File: config.mk
export PLATFORM = sky130hd
export DESIGN_NAME = rtcd_time_regs
export DESIGN_NICKNAME = d
export VERILOG_FILES = /design/src/rtcd_time_regs_unused_guard.sv /design/src/rtcd_pkg.sv /design/src/rtcd_sync.sv /design/src/rtcd_snapshot.sv /design/src/rtcd_time_regs.sv
export SDC_FILE = /design/constraint.sdc
export NUM_CORES = 1
export LEC_CHECK = 0
export BUFFER_PORTS_ARGS = -buffer_cell sky130_fd_sc_hd__buf_2
export CAP_MARGIN = 20
export CORE_ASPECT_RATIO = 1.4
export CORE_MARGIN = 1.5
export CORE_UTILIZATION = 60
export DETAILED_ROUTE_END_ITERATION = 6
export MAX_ROUTING_LAYER = met4
export PLACE_DENSITY = 0.78
export SLEW_MARGIN = 25
export SYNTH_ARGS = -nofsm -noshare
export SYNTH_HDL_FRONTEND = slang
export SYNTH_HIERARCHICAL = 1
export SYNTH_SLANG_ARGS = --single-unit
File: constraint.sdc
create_clock -name ref_clk -period 4.1 [get_ports ref_clk]
set_clock_uncertainty 0.2 [all_clocks]
set_input_delay 0.41 -clock ref_clk [delete_from_list [all_inputs] [get_ports ref_clk]]
set_output_delay 0.41 -clock ref_clk [all_outputs]
set_load 0.005 [all_outputs]
File: src/rtcd_time_regs_unused_guard.sv
`timescale 1ns/100ps

File: src/rtcd_pkg.sv
// rtcd_pkg: constants, field layouts and carriers for the calendar time registers
// assumes: shared by the register block, its read holding register, the host model and the bench
package rtcd_pkg;

	// register indices on the three-bit register address
	localparam logic [2:0] ADDR_HUND = 3'h0;
	localparam logic [2:0] ADDR_SEC = 3'h1;
	localparam logic [2:0] ADDR_MIN = 3'h2;
	localparam logic [2:0] ADDR_HOUR = 3'h3;
	localparam logic [2:0] ADDR_DAY = 3'h4;
	localparam logic [2:0] ADDR_WDAY = 3'h5;
	localparam logic [2:0] ADDR_MON = 3'h6;
	localparam logic [2:0] ADDR_YEAR = 3'h7;
	localparam int NUM_REGS = 8;

	// bit positions of the status bits
	localparam int OSC_BIT = 7;
	localparam int SUMMARY_BIT = 7;
	localparam int PM_BIT = 5;

	// implemented-bit masks, unimplemented bits read as zero
	localparam logic [7:0] MASK_SEC = 8'h7F;
	localparam logic [7:0] MASK_MIN = 8'h7F;
	localparam logic [7:0] MASK_HOUR = 8'h3F;
	localparam logic [7:0] MASK_DAY = 8'h3F;
	localparam logic [7:0] MASK_WDAY = 8'h07;
	localparam logic [7:0] MASK_MON = 8'h1F;

	// reset values: 00:00:00.00, 2000-01-01, saturday
	localparam logic [7:0] RST_HUND = 8'h00;
	localparam logic [7:0] RST_SEC = 8'h00;
	localparam logic [7:0] RST_MIN = 8'h00;
	localparam logic [7:0] RST_HOUR = 8'h00;
	localparam logic [7:0] RST_DAY = 8'h01;
	localparam logic [2:0] RST_WDAY = 3'h6;
	localparam logic [7:0] RST_MON = 8'h01;
	localparam logic [7:0] RST_YEAR = 8'h00;
	localparam logic RST_OSC = 1'b1;

	// bcd limits of the counters
	localparam logic [3:0] DIGIT_MAX = 4'h9;
	localparam logic [7:0] HUND_MAX = 8'h99;
	localparam logic [7:0] SEC_MAX = 8'h59;
	localparam logic [7:0] MIN_MAX = 8'h59;
	localparam logic [7:0] HR24_MAX = 8'h23;
	localparam logic [4:0] HR12_MAX = 5'h12;
	localparam logic [4:0] HR12_NOON = 5'h11;
	localparam logic [4:0] HR12_FIRST = 5'h01;
	localparam logic [7:0] DAY_FIRST = 8'h01;
	localparam logic [7:0] DAYS_31 = 8'h31;
	localparam logic [7:0] DAYS_30 = 8'h30;
	localparam logic [7:0] DAYS_29 = 8'h29;
	localparam logic [7:0] DAYS_28 = 8'h28;
	localparam logic [2:0] WDAY_MAX = 3'h6;
	localparam logic [7:0] MON_FIRST = 8'h01;
	localparam logic [7:0] MON_MAX = 8'h12;
	localparam logic [7:0] MON_FEB = 8'h02;
	localparam logic [7:0] MON_APR = 8'h04;
	localparam logic [7:0] MON_JUN = 8'h06;
	localparam logic [7:0] MON_SEP = 8'h09;
	localparam logic [7:0] MON_NOV = 8'h11;
	localparam logic [7:0] YEAR_MAX = 8'h99;

	// tick prescaler used while hundredths are disabled: 100 ticks per second
	localparam logic [6:0] PRESCALE_MAX = 7'h63;

	// register request from the serial front end, same clock domain
	typedef struct packed {
		logic wr;
		logic snap;
		logic [2:0] addr;
		logic [7:0] wdata;
	} rtcd_reg_req_t;

	// the eight live register bytes as presented to the reader
	typedef logic [NUM_REGS-1:0][7:0] rtcd_regs_t;

endpackage

File: src/rtcd_sync.sv
// rtcd_sync: two-flop synchroniser with rising-edge detect
// assumes: d comes from outside the ref_clk domain
`timescale 1ns/100ps
module rtcd_sync (
	// clock and reset
	input wire logic ref_clk,
	input wire logic rstn,
	input wire logic clk_en,
	// asynchronous level in
	input wire logic d,
	// synchronised level and its rising edge
	output logic q,
	output logic rise
);

	logic meta;
	logic last;

	// first flop feeds only the second
	always_ff @(posedge ref_clk or negedge rstn) begin
		if (!rstn) begin
			meta <= 1'b0;
			q <= 1'b0;
			last <= 1'b0;
		end else if (clk_en) begin
			meta <= d;
			q <= meta;
			last <= q;
		end
	end

	// edge of the settled level
	assign rise = q & ~last & clk_en;

endmodule

File: src/rtcd_snapshot.sv
// rtcd_snapshot: output holding register, copies all eight bytes at once
// assumes: snap and addr come from logic on ref_clk
`timescale 1ns/100ps
module rtcd_snapshot (
	// clock and reset
	input wire logic ref_clk,
	input wire logic rstn,
	input wire logic clk_en,
	// capture control
	input wire logic snap,
	input wire logic [2:0] addr,
	input wire rtcd_pkg::rtcd_regs_t live,
	// held byte
	output logic [7:0] rd_data
);

	logic [7:0] hold [rtcd_pkg::NUM_REGS];

	// copy every byte in one cycle so no carry splits the set
	for (genvar i = 0; i < rtcd_pkg::NUM_REGS; i++) begin : g_hold
		always_ff @(posedge ref_clk or negedge rstn) begin
			if (!rstn) begin
				hold[i] <= 8'h00;
			end else if (clk_en && snap) begin
				hold[i] <= live[i];
			end
		end
	end

	// selected byte, read from the held copy
	always_ff @(posedge ref_clk or negedge rstn) begin
		if (!rstn) begin
			rd_data <= 8'h00;
		end else if (clk_en) begin
			rd_data <= hold[addr];
		end
	end

endmodule

File: src/rtcd_time_regs.sv
// rtcd_time_regs: calendar-mode time and date counters with status bits
// assumes: tick_100hz and osc_running arrive from outside ref_clk;
// reg_req, flags and mode inputs come from logic on ref_clk
`timescale 1ns/100ps
module rtcd_time_regs (
	// clock, reset, enable
	input wire logic ref_clk,
	input wire logic rstn,
	input wire logic clk_en,
	// timing pins
	input wire logic tick_100hz,
	input wire logic osc_running,
	// mode settings
	input wire logic stopwatch_mode_select,
	input wire logic hundredths_enable,
	input wire logic hour_12_mode,
	// flags register contents
	input wire logic [7:0] flags,
	// register access
	input wire rtcd_pkg::rtcd_reg_req_t reg_req,
	output logic [7:0] rd_data,
	// status
	output logic oscillator_halt_flag,
	output logic flag_summary_bit
);

	logic tick;
	logic osc_ok;
	logic [7:0] hund;
	logic [6:0] prescale;
	logic [7:0] sec;
	logic [7:0] min;
	logic [7:0] hour;
	logic [7:0] day;
	logic [2:0] wday;
	logic [7:0] mon;
	logic [7:0] year;
	logic step;
	logic sec_step;
	logic min_step;
	logic hour_step;
	logic day_step;
	logic mon_step;
	logic year_step;
	logic [7:0] next_hour;
	logic [7:0] hour12_inc;
	logic hour_wrap;
	rtcd_pkg::rtcd_regs_t live;

	// add one to a bcd pair, units wrap into tens
	function automatic logic [7:0] bcd_inc(input logic [7:0] v);
		logic [7:0] r;
		r = v;
		if (v[3:0] == rtcd_pkg::DIGIT_MAX) begin
			r = {v[7:4] + 4'h1, 4'h0};
		end else begin
			r = {v[7:4], v[3:0] + 4'h1};
		end
		return r;
	endfunction

	// year divisible by four, taken straight from the bcd digits
	function automatic logic leap_year(input logic [7:0] y);
		logic [1:0] m;
		m = y[1:0] + {y[4], 1'b0};
		return m == 2'h0;
	endfunction

	// last day of the month in bcd
	function automatic logic [7:0] month_last(input logic [7:0] m, input logic [7:0] y);
		logic [7:0] r;
		r = rtcd_pkg::DAYS_31;
		if (m == rtcd_pkg::MON_FEB) begin
			r = leap_year(y) ? rtcd_pkg::DAYS_29 : rtcd_pkg::DAYS_28;
		end else if (m == rtcd_pkg::MON_APR || m == rtcd_pkg::MON_JUN ||
				m == rtcd_pkg::MON_SEP || m == rtcd_pkg::MON_NOV) begin
			r = rtcd_pkg::DAYS_30;
		end
		return r;
	endfunction

	// write strobe for one register index
	function automatic logic wr_hit(input rtcd_pkg::rtcd_reg_req_t q, input logic [2:0] a);
		return q.wr && (q.addr == a);
	endfunction

	// pin synchronisers
	rtcd_sync u_tick_sync (
		.ref_clk(ref_clk),
		.rstn(rstn),
		.clk_en(clk_en),
		.d(tick_100hz),
		.q(),
		.rise(tick)
	);

	rtcd_sync u_osc_sync (
		.ref_clk(ref_clk),
		.rstn(rstn),
		.clk_en(clk_en),
		.d(osc_running),
		.q(osc_ok),
		.rise()
	);

	// one hundredth step, calendar mode only, a host write takes precedence
	assign step = tick & ~stopwatch_mode_select & ~reg_req.wr;

	// carry chain from hundredths up to years
	assign sec_step = step & (hundredths_enable ? (hund == rtcd_pkg::HUND_MAX) :
		(prescale == rtcd_pkg::PRESCALE_MAX));
	assign min_step = sec_step & (sec[6:0] == rtcd_pkg::SEC_MAX[6:0]);
	assign hour_step = min_step & (min[6:0] == rtcd_pkg::MIN_MAX[6:0]);
	assign day_step = hour_step & hour_wrap;
	assign mon_step = day_step & (day == month_last(mon, year));
	assign year_step = mon_step & (mon == rtcd_pkg::MON_MAX);

	// next hour in either format and whether the day rolls
	always_comb begin
		next_hour = bcd_inc(hour);
		hour12_inc = bcd_inc({3'h0, hour[4:0]});
		hour_wrap = 1'b0;
		if (hour_12_mode) begin
			if (hour[4:0] == rtcd_pkg::HR12_MAX) begin
				next_hour = {2'h0, hour[rtcd_pkg::PM_BIT], rtcd_pkg::HR12_FIRST};
			end else if (hour[4:0] == rtcd_pkg::HR12_NOON) begin
				next_hour = {2'h0, ~hour[rtcd_pkg::PM_BIT], rtcd_pkg::HR12_MAX};
				hour_wrap = hour[rtcd_pkg::PM_BIT];
			end else begin
				// keep the pm bit, only the five count bits advance
				next_hour = {2'h0, hour[rtcd_pkg::PM_BIT], hour12_inc[4:0]};
			end
		end else if (hour == rtcd_pkg::HR24_MAX) begin
			next_hour = 8'h00;
			hour_wrap = 1'b1;
		end
	end

	// hundredths and the binary prescaler that replaces them when off
	always_ff @(posedge ref_clk or negedge rstn) begin
		if (!rstn) begin
			hund <= rtcd_pkg::RST_HUND;
			prescale <= 7'h00;
		end else if (clk_en) begin
			if (!hundredths_enable) begin
				hund <= 8'h00;
				if (step) begin
					prescale <= (prescale == rtcd_pkg::PRESCALE_MAX) ? 7'h00 : prescale + 7'h01;
				end
			end else if (wr_hit(reg_req, rtcd_pkg::ADDR_HUND)) begin
				hund <= reg_req.wdata;
			end else if (step) begin
				hund <= (hund == rtcd_pkg::HUND_MAX) ? 8'h00 : bcd_inc(hund);
			end
		end
	end

	// seconds
	always_ff @(posedge ref_clk or negedge rstn) begin
		if (!rstn) begin
			sec <= rtcd_pkg::RST_SEC;
		end else if (clk_en) begin
			if (wr_hit(reg_req, rtcd_pkg::ADDR_SEC)) begin
				sec <= {1'b0, reg_req.wdata[6:0]};
			end else if (sec_step) begin
				sec <= (sec[6:0] == rtcd_pkg::SEC_MAX[6:0]) ? 8'h00 : bcd_inc(sec);
			end
		end
	end

	// oscillator halt flag: stopped oscillator sets it, a write may clear it
	always_ff @(posedge ref_clk or negedge rstn) begin
		if (!rstn) begin
			oscillator_halt_flag <= rtcd_pkg::RST_OSC;
		end else if (clk_en) begin
			if (!osc_ok) begin
				oscillator_halt_flag <= 1'b1;
			end else if (wr_hit(reg_req, rtcd_pkg::ADDR_SEC)) begin
				oscillator_halt_flag <= reg_req.wdata[rtcd_pkg::OSC_BIT];
			end
		end
	end

	// minutes, the summary bit is never written
	always_ff @(posedge ref_clk or negedge rstn) begin
		if (!rstn) begin
			min <= rtcd_pkg::RST_MIN;
		end else if (clk_en) begin
			if (wr_hit(reg_req, rtcd_pkg::ADDR_MIN)) begin
				min <= {1'b0, reg_req.wdata[6:0]};
			end else if (min_step) begin
				min <= (min[6:0] == rtcd_pkg::MIN_MAX[6:0]) ? 8'h00 : bcd_inc(min);
			end
		end
	end

	// summary of the flags register, cleared only by clearing flags
	always_ff @(posedge ref_clk or negedge rstn) begin
		if (!rstn) begin
			flag_summary_bit <= 1'b0;
		end else if (clk_en) begin
			flag_summary_bit <= |flags;
		end
	end

	// hours
	always_ff @(posedge ref_clk or negedge rstn) begin
		if (!rstn) begin
			hour <= rtcd_pkg::RST_HOUR;
		end else if (clk_en) begin
			if (wr_hit(reg_req, rtcd_pkg::ADDR_HOUR)) begin
				hour <= reg_req.wdata & rtcd_pkg::MASK_HOUR;
			end else if (hour_step) begin
				hour <= next_hour;
			end
		end
	end

	// day of month, wraps at the month's last day
	always_ff @(posedge ref_clk or negedge rstn) begin
		if (!rstn) begin
			day <= rtcd_pkg::RST_DAY;
		end else if (clk_en) begin
			if (wr_hit(reg_req, rtcd_pkg::ADDR_DAY)) begin
				day <= reg_req.wdata & rtcd_pkg::MASK_DAY;
			end else if (day_step) begin
				day <= mon_step ? rtcd_pkg::DAY_FIRST : bcd_inc(day);
			end
		end
	end

	// weekday, three-bit cycle
	always_ff @(posedge ref_clk or negedge rstn) begin
		if (!rstn) begin
			wday <= rtcd_pkg::RST_WDAY;
		end else if (clk_en) begin
			if (wr_hit(reg_req, rtcd_pkg::ADDR_WDAY)) begin
				wday <= reg_req.wdata[2:0];
			end else if (day_step) begin
				wday <= (wday >= rtcd_pkg::WDAY_MAX) ? 3'h0 : wday + 3'h1;
			end
		end
	end

	// month
	always_ff @(posedge ref_clk or negedge rstn) begin
		if (!rstn) begin
			mon <= rtcd_pkg::RST_MON;
		end else if (clk_en) begin
			if (wr_hit(reg_req, rtcd_pkg::ADDR_MON)) begin
				mon <= reg_req.wdata & rtcd_pkg::MASK_MON;
			end else if (mon_step) begin
				mon <= year_step ? rtcd_pkg::MON_FIRST : bcd_inc(mon);
			end
		end
	end

	// year, two bcd digits
	always_ff @(posedge ref_clk or negedge rstn) begin
		if (!rstn) begin
			year <= rtcd_pkg::RST_YEAR;
		end else if (clk_en) begin
			if (wr_hit(reg_req, rtcd_pkg::ADDR_YEAR)) begin
				year <= reg_req.wdata;
			end else if (year_step) begin
				year <= (year == rtcd_pkg::YEAR_MAX) ? 8'h00 : bcd_inc(year);
			end
		end
	end

	// bytes as the reader sees them
	always_comb begin
		live = '0;
		live[rtcd_pkg::ADDR_HUND] = hundredths_enable ? hund : 8'h00;
		live[rtcd_pkg::ADDR_SEC] = {oscillator_halt_flag, sec[6:0]};
		live[rtcd_pkg::ADDR_MIN] = {flag_summary_bit, min[6:0]};
		live[rtcd_pkg::ADDR_HOUR] = hour & rtcd_pkg::MASK_HOUR;
		live[rtcd_pkg::ADDR_DAY] = day & rtcd_pkg::MASK_DAY;
		live[rtcd_pkg::ADDR_WDAY] = {5'h00, wday};
		live[rtcd_pkg::ADDR_MON] = mon & rtcd_pkg::MASK_MON;
		live[rtcd_pkg::ADDR_YEAR] = year;
	end

	// holding register so the set is read from one instant
	rtcd_snapshot u_snapshot (
		.ref_clk(ref_clk),
		.rstn(rstn),
		.clk_en(clk_en),
		.snap(reg_req.snap),
		.addr(reg_req.addr),
		.live(live),
		.rd_data(rd_data)
	);

endmodule

; Word level (Yosys, flattened, before mapping)
; Index checks and enable logic that the tools add are counted.
; Widths: inputs -> output; s select.
[classes]
div = 0
bitwise = 16
magnitude_cmp = 2
mul = 0
n_shift = 0
mux = 51
add_sub_neg = 18
reduce_logical = 47
eq_ne = 35
[op_table]
columns = cell, count
row1 = $mux 8, 35
row2 = $add 4x1->4 const B, 14
row3 = $eq 4x4->1 const B, 7
row4 = $bmux 8 s3, 1
row5 = $reduce_and 3->1, 8
row6 = $eq 7x7->1 const B, 3
row7 = $reduce_and 2->1, 9
row8 = $eq 8x3->1 const B, 2
row9 = $eq 8x5->1 const B, 2
row10 = $eq 8x8->1 const B, 2
row11 = $reduce_bool 3->1, 5
row12 = $reduce_bool 2->1, 7
row13 = $eq 3x3->1 const B, 4
row14 = $and 1x1->1, 10
row15 = $eq 5x5->1 const B, 2
row16 = $logic_and 1x1->1, 9
row17 = $mux 1, 9
row18 = $mux 3, 3
row19 = $eq 8x2->1 const B, 1
row20 = $eq 8x4->1 const B, 1
row21 = $eq 8x6->1 const B, 1
row22 = $eq 8x8->1, 1
row23 = $reduce_or 8->1, 1
row24 = $add 7x1->7 const B, 1
row25 = other kinds (23), 31
[word_totals]
latch_bits = 0
n_memories = 0
output_inout_bits = 10
mem_bits_rw = 0
regBits = 133
romBits = 0

; Depth between registers and ports, before layout
; Gate-level depths: netlist of run 1.
[logic_depth]
word_depth = 14
mapped_depth = 10
ltp_nobuf = 9

; Cells and area by module
; The synthesis of run 1 kept the hierarchy.
[by_module_without_submodules]
columns = mod, cells_each, area_each_um2, n_inst, seq_area_each_um2
row1 = rtcd_time_regs, 560, 4692.0, 1, 1657.8
row2 = rtcd_snapshot, 228, 3268.1, 1, 1801.7
row3 = rtcd_sync, 7, 118.9, 2, 75.1

; Worst setup path after synthesis of run 1
; No wires, ideal clock.
[synth_timing]
kind = input port to flip-flop
startpoint = in clk_en
endpoint = reg year[0]
stages = 8
path_buffers = 0
setup_time_ns = 0.125
required_ns = 3.775
slack_ns = 1.237
arrival_time_ns = 2.538
path_cell_list = and3b_2 -> or3b_4 -> or4_4 -> a221oi_4 -> nand3_2 -> a21oi_4 -> o21ai_2 -> mux2_4
[synth_via]
elab_chain_len = 11
[synth_lines]
columns = item, line_no
row1 = from (decl), rtcd_time_regs.sv:9  ; input wire logic clk_en,
row2 = $and 1x1->1, rtcd_sync.sv:33  ; assign rise = q & ~last & clk_en;
row3 = $and 1x1->1 (2 in series), rtcd_time_regs.sv:107  ; assign step = tick & ~stopwatch_mode_select & ~reg_req.wr;
row4 = $and 1x1->1, rtcd_time_regs.sv:110  ; assign sec_step = step & (hundredths_enable ? (hund == rtcd_pkg::HUND_MAX) :
row5 = $and 1x1->1, rtcd_time_regs.sv:112  ; assign min_step = sec_step & (sec[6:0] == rtcd_pkg::SEC_MAX[6:0]);
row6 = $and 1x1->1, rtcd_time_regs.sv:113  ; assign hour_step = min_step & (min[6:0] == rtcd_pkg::MIN_MAX[6:0]);
row7 = $and 1x1->1, rtcd_time_regs.sv:114  ; assign day_step = hour_step & hour_wrap;
row8 = $and 1x1->1, rtcd_time_regs.sv:115  ; assign mon_step = day_step & (day == month_last(mon, year));
row9 = $and 1x1->1, rtcd_time_regs.sv:116  ; assign year_step = mon_step & (mon == rtcd_pkg::MON_MAX);
row10 = $reduce_bool 2->1 (no line), --
row11 = $reduce_and 2->1 (no line) *, --
row12 = to (signal assigned), rtcd_time_regs.sv:261  ; year <= rtcd_pkg::RST_YEAR;
row13 = to (signal assigned), rtcd_time_regs.sv:264  ; year <= reg_req.wdata;
row14 = to (signal assigned), rtcd_time_regs.sv:266  ; year <= (year == rtcd_pkg::YEAR_MAX) ? 8'h00 : bcd_inc(year);
row15 = to (decl), rtcd_time_regs.sv:37  ; logic [7:0] year;
; Mark *: on every way between the ends. The rest lies on a longest branch, timed or not.
; A chain may end at the register's enable or synchronous reset.

; Worst setup path in the final report of run 1
[layout_timing]
startpoint = reg u_tick_sync.last
endpoint = reg mon[4]
[layout_via]
elab_chain_len = 14
elab_cells_between_ends = 17
classes_between = 3 x mux / 11 x bitwise / 3 x reduce/logical
[layout_lines]
columns = item, line_no
row1 = from (decl), rtcd_sync.sv:17  ; logic last;
row2 = from (signal assigned), rtcd_sync.sv:28  ; last <= q;
row3 = $not 1->1 *, rtcd_sync.sv:33
row4 = $and 1x1->1 * (2 in series), rtcd_sync.sv:33
row5 = named net tick, rtcd_time_regs.sv:27  ; logic tick;
row6 = $and 1x1->1 * (2 in series), rtcd_time_regs.sv:107
row7 = $and 1x1->1 *, rtcd_time_regs.sv:110
row8 = $and 1x1->1 *, rtcd_time_regs.sv:112
row9 = $and 1x1->1 *, rtcd_time_regs.sv:113
row10 = $and 1x1->1 *, rtcd_time_regs.sv:114
row11 = $and 1x1->1 *, rtcd_time_regs.sv:115
row12 = $and 1x1->1, rtcd_time_regs.sv:116
row13 = $mux 8, rtcd_time_regs.sv:253  ; mon <= year_step ? rtcd_pkg::MON_FIRST : bcd_inc(mon);
row14 = $mux 8, rtcd_time_regs.sv:252  ; end else if (mon_step) begin
row15 = $mux 8, rtcd_time_regs.sv:250  ; if (wr_hit(reg_req, rtcd_pkg::ADDR_MON)) begin
row16 = to (signal assigned), rtcd_time_regs.sv:248  ; mon <= rtcd_pkg::RST_MON;
row17 = to (signal assigned), rtcd_time_regs.sv:251  ; mon <= reg_req.wdata & rtcd_pkg::MASK_MON;
row18 = to (signal assigned), rtcd_time_regs.sv:253
row19 = to (decl), rtcd_time_regs.sv:36  ; logic [7:0] mon;
; The timed path passes the listed nets; every way through them passes the cells marked *. The select of a mux whose other input is x is not followed.

==> results.json, run 1 <==
{
  "post-route-min-period_ns": 3.30,
  "cp.arrival_ns": 3.41,
  "hpwl_um": 14200,
  "report.final.setup_viol": 0,
  "grt-ovfl-total": 0,
  "cp-start-kind": "flip-flop",
  "io_buffers": 38,
  "synthCells": 799,
  "worstPathRequired_ns": 4.22,
  "cts_tree": "yes",
  "grt_pass1_vias": 6732,
  "fillCellCount": 1024,
  "antenna_cells": 0,
  "num_rows": 50,
  "finalPower_uw": 4610,
  "cts_buffers": 17,
  "status": "finished clean",
  "gp_congestion": 0.902,
  "r2r_cells": 8,
  "dr_total_vias": 6525,
  "multiInputGateArea_um2": 4300,
  "drc_errors": 0,
  "switching_power_uw": 1410,
  "ios": 39,
  "grt_pass1_wl_um": 33700,
  "die_w_um": 102,
  "final-hold-violation-count": 0,
  "drtIter0Drc": 372,
  "cts_root_buffer": "clkbuf_16",
  "tightest_slew_ns": 0.981,
  "finalMaxSlewViolations": 0,
  "htree_num_levels": 4,
  "power_density_nw_per_um2": 505,
  "switching_share_pct": 30.7,
  "start_util_pct": 61.2,
  "cp_max_fo": 16,
  "criticalPathCategory": "flip-flop to flip-flop",
  "coreArea_um2": 13300,
  "seq_area_um2": 3580,
  "drive_gt1_share_pct": 21.3,
  "clockPowerShare_pct": 36.0,
  "drt_wl_total_um": 20500,
  "holdPathStages": 2,
  "p_int_uw": 3200,
  "syn_area_per_cell_um2": 10.2,
  "areaGrowthSynthToFinish_pct": 12.0,
  "cp_slowest_stage_delay_ns": 0.57,
  "drv_cap": 0,
  "die-area_um2": 14300,
  "path_cells": "and3b_2 > or3b_4 > or4_4 > a221oi_4 > nand2_2 > a21oi_4 > o21ai_2 > o32a_1",
  "hold_class": "primary input to flip-flop",
  "clock-sinks": 143,
  "clk_latency_ns": 0.43,
  "grt_use_total_pct": 31.5,
  "slew_headroom_pct": 34.4,
  "antenna_found_initial": 0,
  "postCtsSetupBuffers": 0,
  "viasPerCell": 6.29,
  "finalSetupTns_ns": 0,
  "worst_setup_path_end_kind": "flip-flop",
  "cp_slowest_cell": "or4_4",
  "max_freq_ghz": 0.303,
  "nNetsFinal": 897,
  "p_comb_share_pct": 20.0,
  "syn_area_um2": 8150,
  "ant_nets": 0,
  "clock_path_buffers": 2,
  "clkSlewWorstSetupHoldPaths_ns": 0.06,
  "final_util_pct": 68.5,
  "min_period_over_period_pct": 80.4,
  "vdd_drop_max_v": 0.000346,
  "grt_start_max_net_pins": 96,
  "die_h_um": 141,
  "wire_per_inst_um": 19.8,
  "drt-pass1-iter-count": 6,
  "ys_warn_count": 6,
  "rsz0062_at_grt": "false",
  "p_seq_share_pct": 44.0,
  "p_leak_uw": 0.00401
}
[cell usage in the layout (no fill, tap or decap), types with 5 or more instances in the layout]
cell type and instances:
dfrtp_1 138, mux2_2 68, nand2_1 55, o21ai_0 49, nor2_1 45, a21oi_1 45, buf_2 37, nand3_1 35
mux2i_1 27, inv_1 25, ha_1 25, nor2b_1 23, nor3_1 18, clkbuf_16 17, nor3b_1 13, and2_1 12
conb_1 12, buf_4 11, a211o_1 10, nand4_1 9, o31ai_1 9, nand2b_1 8, a22oi_1 8, a41o_1 8
a211oi_1 7, a21o_1 7, a22o_1 7, or3_1 6, o21ai_1 5, nand3b_1 5, or2_2 5, dfstp_2 5
[power by group through the flow]
stage | Clock, uW | Combinational, uW | Sequential, uW
4_1_cts | 1680 | 918 | 2020
6_report | 1660 | 923 | 2030
3_5_place_dp | 0 | 908 | 2040
2_1_floorplan | 0 | 706 | 1920
5_1_grt | 1750 | 1030 | 2070
3_3_place_gp | 0 | 852 | 2010
[path summary, 6_finish.rpt]
kind | startpoint | to | slack (ns)
setup / recovery | u_tick_sync/last | mon[4] | 0.80
hold / removal | tick_100hz | u_tick_sync/meta | 0.008
setup reg to reg | u_tick_sync/last | mon[4] | 0.80
hold reg to reg | u_osc_sync/q | oscillator_halt_flag | 0.21
max in group asynchronous | rstn | mon[0] | 2.36
min in group asynchronous | rstn | u_snapshot/hold[30] | 0.43
[through the flow]
stage | hold slack (ns) | cells | worst slack (ns) | area [um^2]
2_1_floorplan | -0.0856 | 810 | 1.24 | 8190
3_3_place_gp | 0.195 | 1005 | 0.774 | 8490
3_5_place_dp | 0.203 | 1005 | 0.740 | 8490
4_1_cts | 0.00171 | 1038 | 0.823 | 9130
5_1_grt | 0.00482 | 1038 | 0.625 | 9130
6_report | 0.00779 | 1038 | 0.802 | 9130
[worst max-delay path: cells and delay by family (launching register included)]
kind             cells  cell delay (ns)
AND/OR/NAND/NOR      4             1.30
flip-flops           1             0.37
AO/OA/AOI/OAI        4             1.30
[registers in the layout, summed over array words and instances (netlist names), 3 cells and up]
register,cells
day,8
hour,8
hund,8
min,7
mon,8
prescale,7
sec,7
u_snapshot/hold,64
u_snapshot/rd_data,8
wday,3
year,8
[timing repair]
item,4_1_cts,5_1_grt
gates resized for setup,0,0
hold buffers,1,0
hold endpoints to repair,92,0
[routing by layer]
| metal | vias up | share of wire, % | track usage [%] |
|---|---|---|---|
| li1 | 3017 | - | - |
| met2 | 183 | 52 | 52.9 |
| met1 | 3263 | 39 | 36.1 |
| met3 | 62 | 4.8 | 5.40 |
| met4 | 0 | 4.4 | 14.9 |
| met5 | - | 0 | - |
[cell type report]
type,count,area share (%)
clock buffers,19,4.85
clock inverters,13,2.04
inverters,26,1.07
multi-input cells,605,47.1
flip-flops and latches,143,39.3
well taps,182,2.49
repair buffers,50,3.17
(Power assumes the default switching activity.)
==> run 2, diff against run 1 <==
Settings changed: CORE_UTILIZATION 60 to 56, PLACE_DENSITY 0.78 to 0.77.
Clock period 4.1 ns to 3 ns, I/O delays scaled along.
==> run 2 against run 1 <==
Effect of this change:
- global-route usage down 1.6 points
- critical path depth is the same
- core utilization down 3.1 points
- sequential power rose by 35%
- maximum frequency up 13%
- sequential share of layout area shrank 1.0 points
- routed wire length increased by 5.1%
- setup slack worse by 0.72 ns
- final cell count rose by 3.8%
- clock power up 17%
- hold slack gained 0.053 ns
- register-to-register slack got worse by 0.72 ns
- critical endpoint is now year[0]
==> results.json, run 2 (synthesis gave the netlist of run 1 again) <==
{
  "status": "finished clean",
  "coreArea_um2": 14300,
  "grt-ovfl-total": 0,
  "criticalPathCategory": "flip-flop to flip-flop",
  "grt_start_max_net_pins": 65,
  "regMostFlops": "u_snapshot/hold",
  "cp-start-kind": "flip-flop",
  "antenna_found_initial": 0,
  "clkSlewWorstSetupHoldPaths_ns": 0.06,
  "power_density_nw_per_um2": 645,
  "holdPathStages": 3,
  "placed_area_um2": 8720,
  "finalMaxSlewViolations": 0,
  "clock_path_buffers": 2,
  "wire_per_inst_um": 20.0,
  "antenna_cells": 0,
  "cts_buffers": 17,
  "io_buffers": 38,
  "cp_max_fo": 5,
  "reg2reg_to": "year[0]",
  "viasPerCell": 6.25,
  "clk_latency_ns": 0.42,
  "hold_path_end": "mon[0]",
  "drc_errors": 0,
  "busiest_layer": "met2",
  "clock-sinks": 143,
  "use_met2_pct": 49.5,
  "rsz0062_at_grt": "true",
  "nNetsFinal": 929,
  "cts_tree": "yes",
  "final_util_pct": 65.5,
  "finalPower_uw": 6040,
  "worstPathRequired_ns": 3.10,
  "r2r_cells": 8,
  "hold_ws_ns": 0.0610,
  "rrSetupSlack_ns": 0.08,
  "num_rows": 52,
  "ios": 39,
  "finalSetupTns_ns": 0,
  "grt_use_total_pct": 29.9,
  "post-route-min-period_ns": 2.92,
  "cts_root_buffer": "clkbuf_16",
  "worst_setup_path_end_kind": "flip-flop",
  "report.final.setup_viol": 0,
  "grt_pass1_vias": 6938,
  "drt-pass1-iter-count": 5,
  "drive_gt1_share_pct": 24.0,
  "die_w_um": 105,
  "gp_congestion": 0.938,
  "largest_reg_flops": 64,
  "die_h_um": 146,
  "dr_total_vias": 6733,
  "max_freq_ghz": 0.343,
  "final_cell_mix": "dfrtp_1 (138), mux2_2 (68), nand2_1 (55)",
  "hpwl_um": 14800,
  "drv_cap": 0,
  "start_util_pct": 56.9,
  "final-hold-violation-count": 0,
  "final_common_cell": "dfrtp_1",
  "seq_area_um2": 3580,
  "use_met3_pct": 4.25,
  "multiInputGateArea_um2": 4330,
  "p_leak_uw": 0.00414,
  "die-area_um2": 15300,
  "htree_num_levels": 4,
  "grt_pass1_wl_um": 34800,
  "rr_startpoint": "u_tick_sync/last",
  "ant_nets": 0,
  "areaGrowthSynthToFinish_pct": 14.9,
  "min_period_over_period_pct": 97.3,
  "drtIter0Drc": 417,
  "vdd_drop_max_v": 0.000344,
  "hold_class": "primary input to flip-flop",
  "use_met1_pct": 35.1,
  "worstHoldStart": "reg_req[0]",
  "cp.arrival_ns": 3.02,
  "slew_headroom_pct": 60.3,
  "postLayoutCellArea_um2": 9370,
  "drt_wl_total_um": 21600,
  "fillCellCount": 1128,
  "tightest_slew_ns": 0.595
}
## run 2: cell types whose count changed in the layout (fill, tap and decap cells not counted), sizes merged
| cell | change |
|---|---|
| clkinvlp | -1 |
| dlygate4sd3 | +5 |
| clkbuf | +1 |
| clkinv | +4 |
| bufinv | -4 |
| buf | +27 |
## run 2: what timing repair did
item                                   4_1_cts  5_1_grt
hold buffers                                 6        0
endpoints found under the hold margin       56        0
gates resized for setup                      1        5
setup buffers                                1        1
pin swaps                                    4        4
setup endpoints to repair                    3       22
## run 2: critical path: stages, from the launching register on
cell      delay [ns]
dfrtp_1         0.37
and3b_2         0.22
or3b_4          0.38
or4_4           0.44
a221oi_4        0.36
nand3_2         0.17
a21oi_4         0.24
o21ai_2         0.09
mux2_4          0.32
## run 2: metrics by stage
stage,cells,setup WS [ns]
floorplan,810,0.149
global placement,1037,0.0439
detailed placement,1037,-0.0342
CTS,1076,0.0851
global route,1077,-0.0293
finish,1077,0.0818
## run 2: cell type report
cell class / instances / share of cell area (%)
well taps: 189 / 2.52
clock inverters: 12 / 0.921
repair buffers: 82 / 6.18
multi-input cells: 605 / 46.2
flip-flops and latches: 143 / 38.3
inverters: 26 / 1.04
clock buffers: 20 / 4.87
## run 2: worst max-delay path by stage
stage | from | to | depth (start not counted)
after detailed placement | u_tick_sync/last | year[4] | 8
after floorplan | u_tick_sync/last | year[0] | 8
after global routing | u_tick_sync/last | year[2] | 9
final | u_tick_sync/last | year[0] | 8
after CTS | u_tick_sync/last | year[0] | 8
after global placement | u_tick_sync/last | year[4] | 8
## run 2: where the power goes
part           total, uW  leakage, uW  switching [uW]  internal, uW
sequential          2740      0.00173             403          2340
combinational       1350      0.00215             690           662
clock               1940     0.000263             842          1100
total               6040      0.00414            1940          4110
## run 2: metal layers
layer | wire length [um] | part of all wire, %
met3 | 1010 | 4.7
met5 | 0 | 0
met4 | 1050 | 4.8
met1 | 8530 | 40
met2 | 11000 | 51
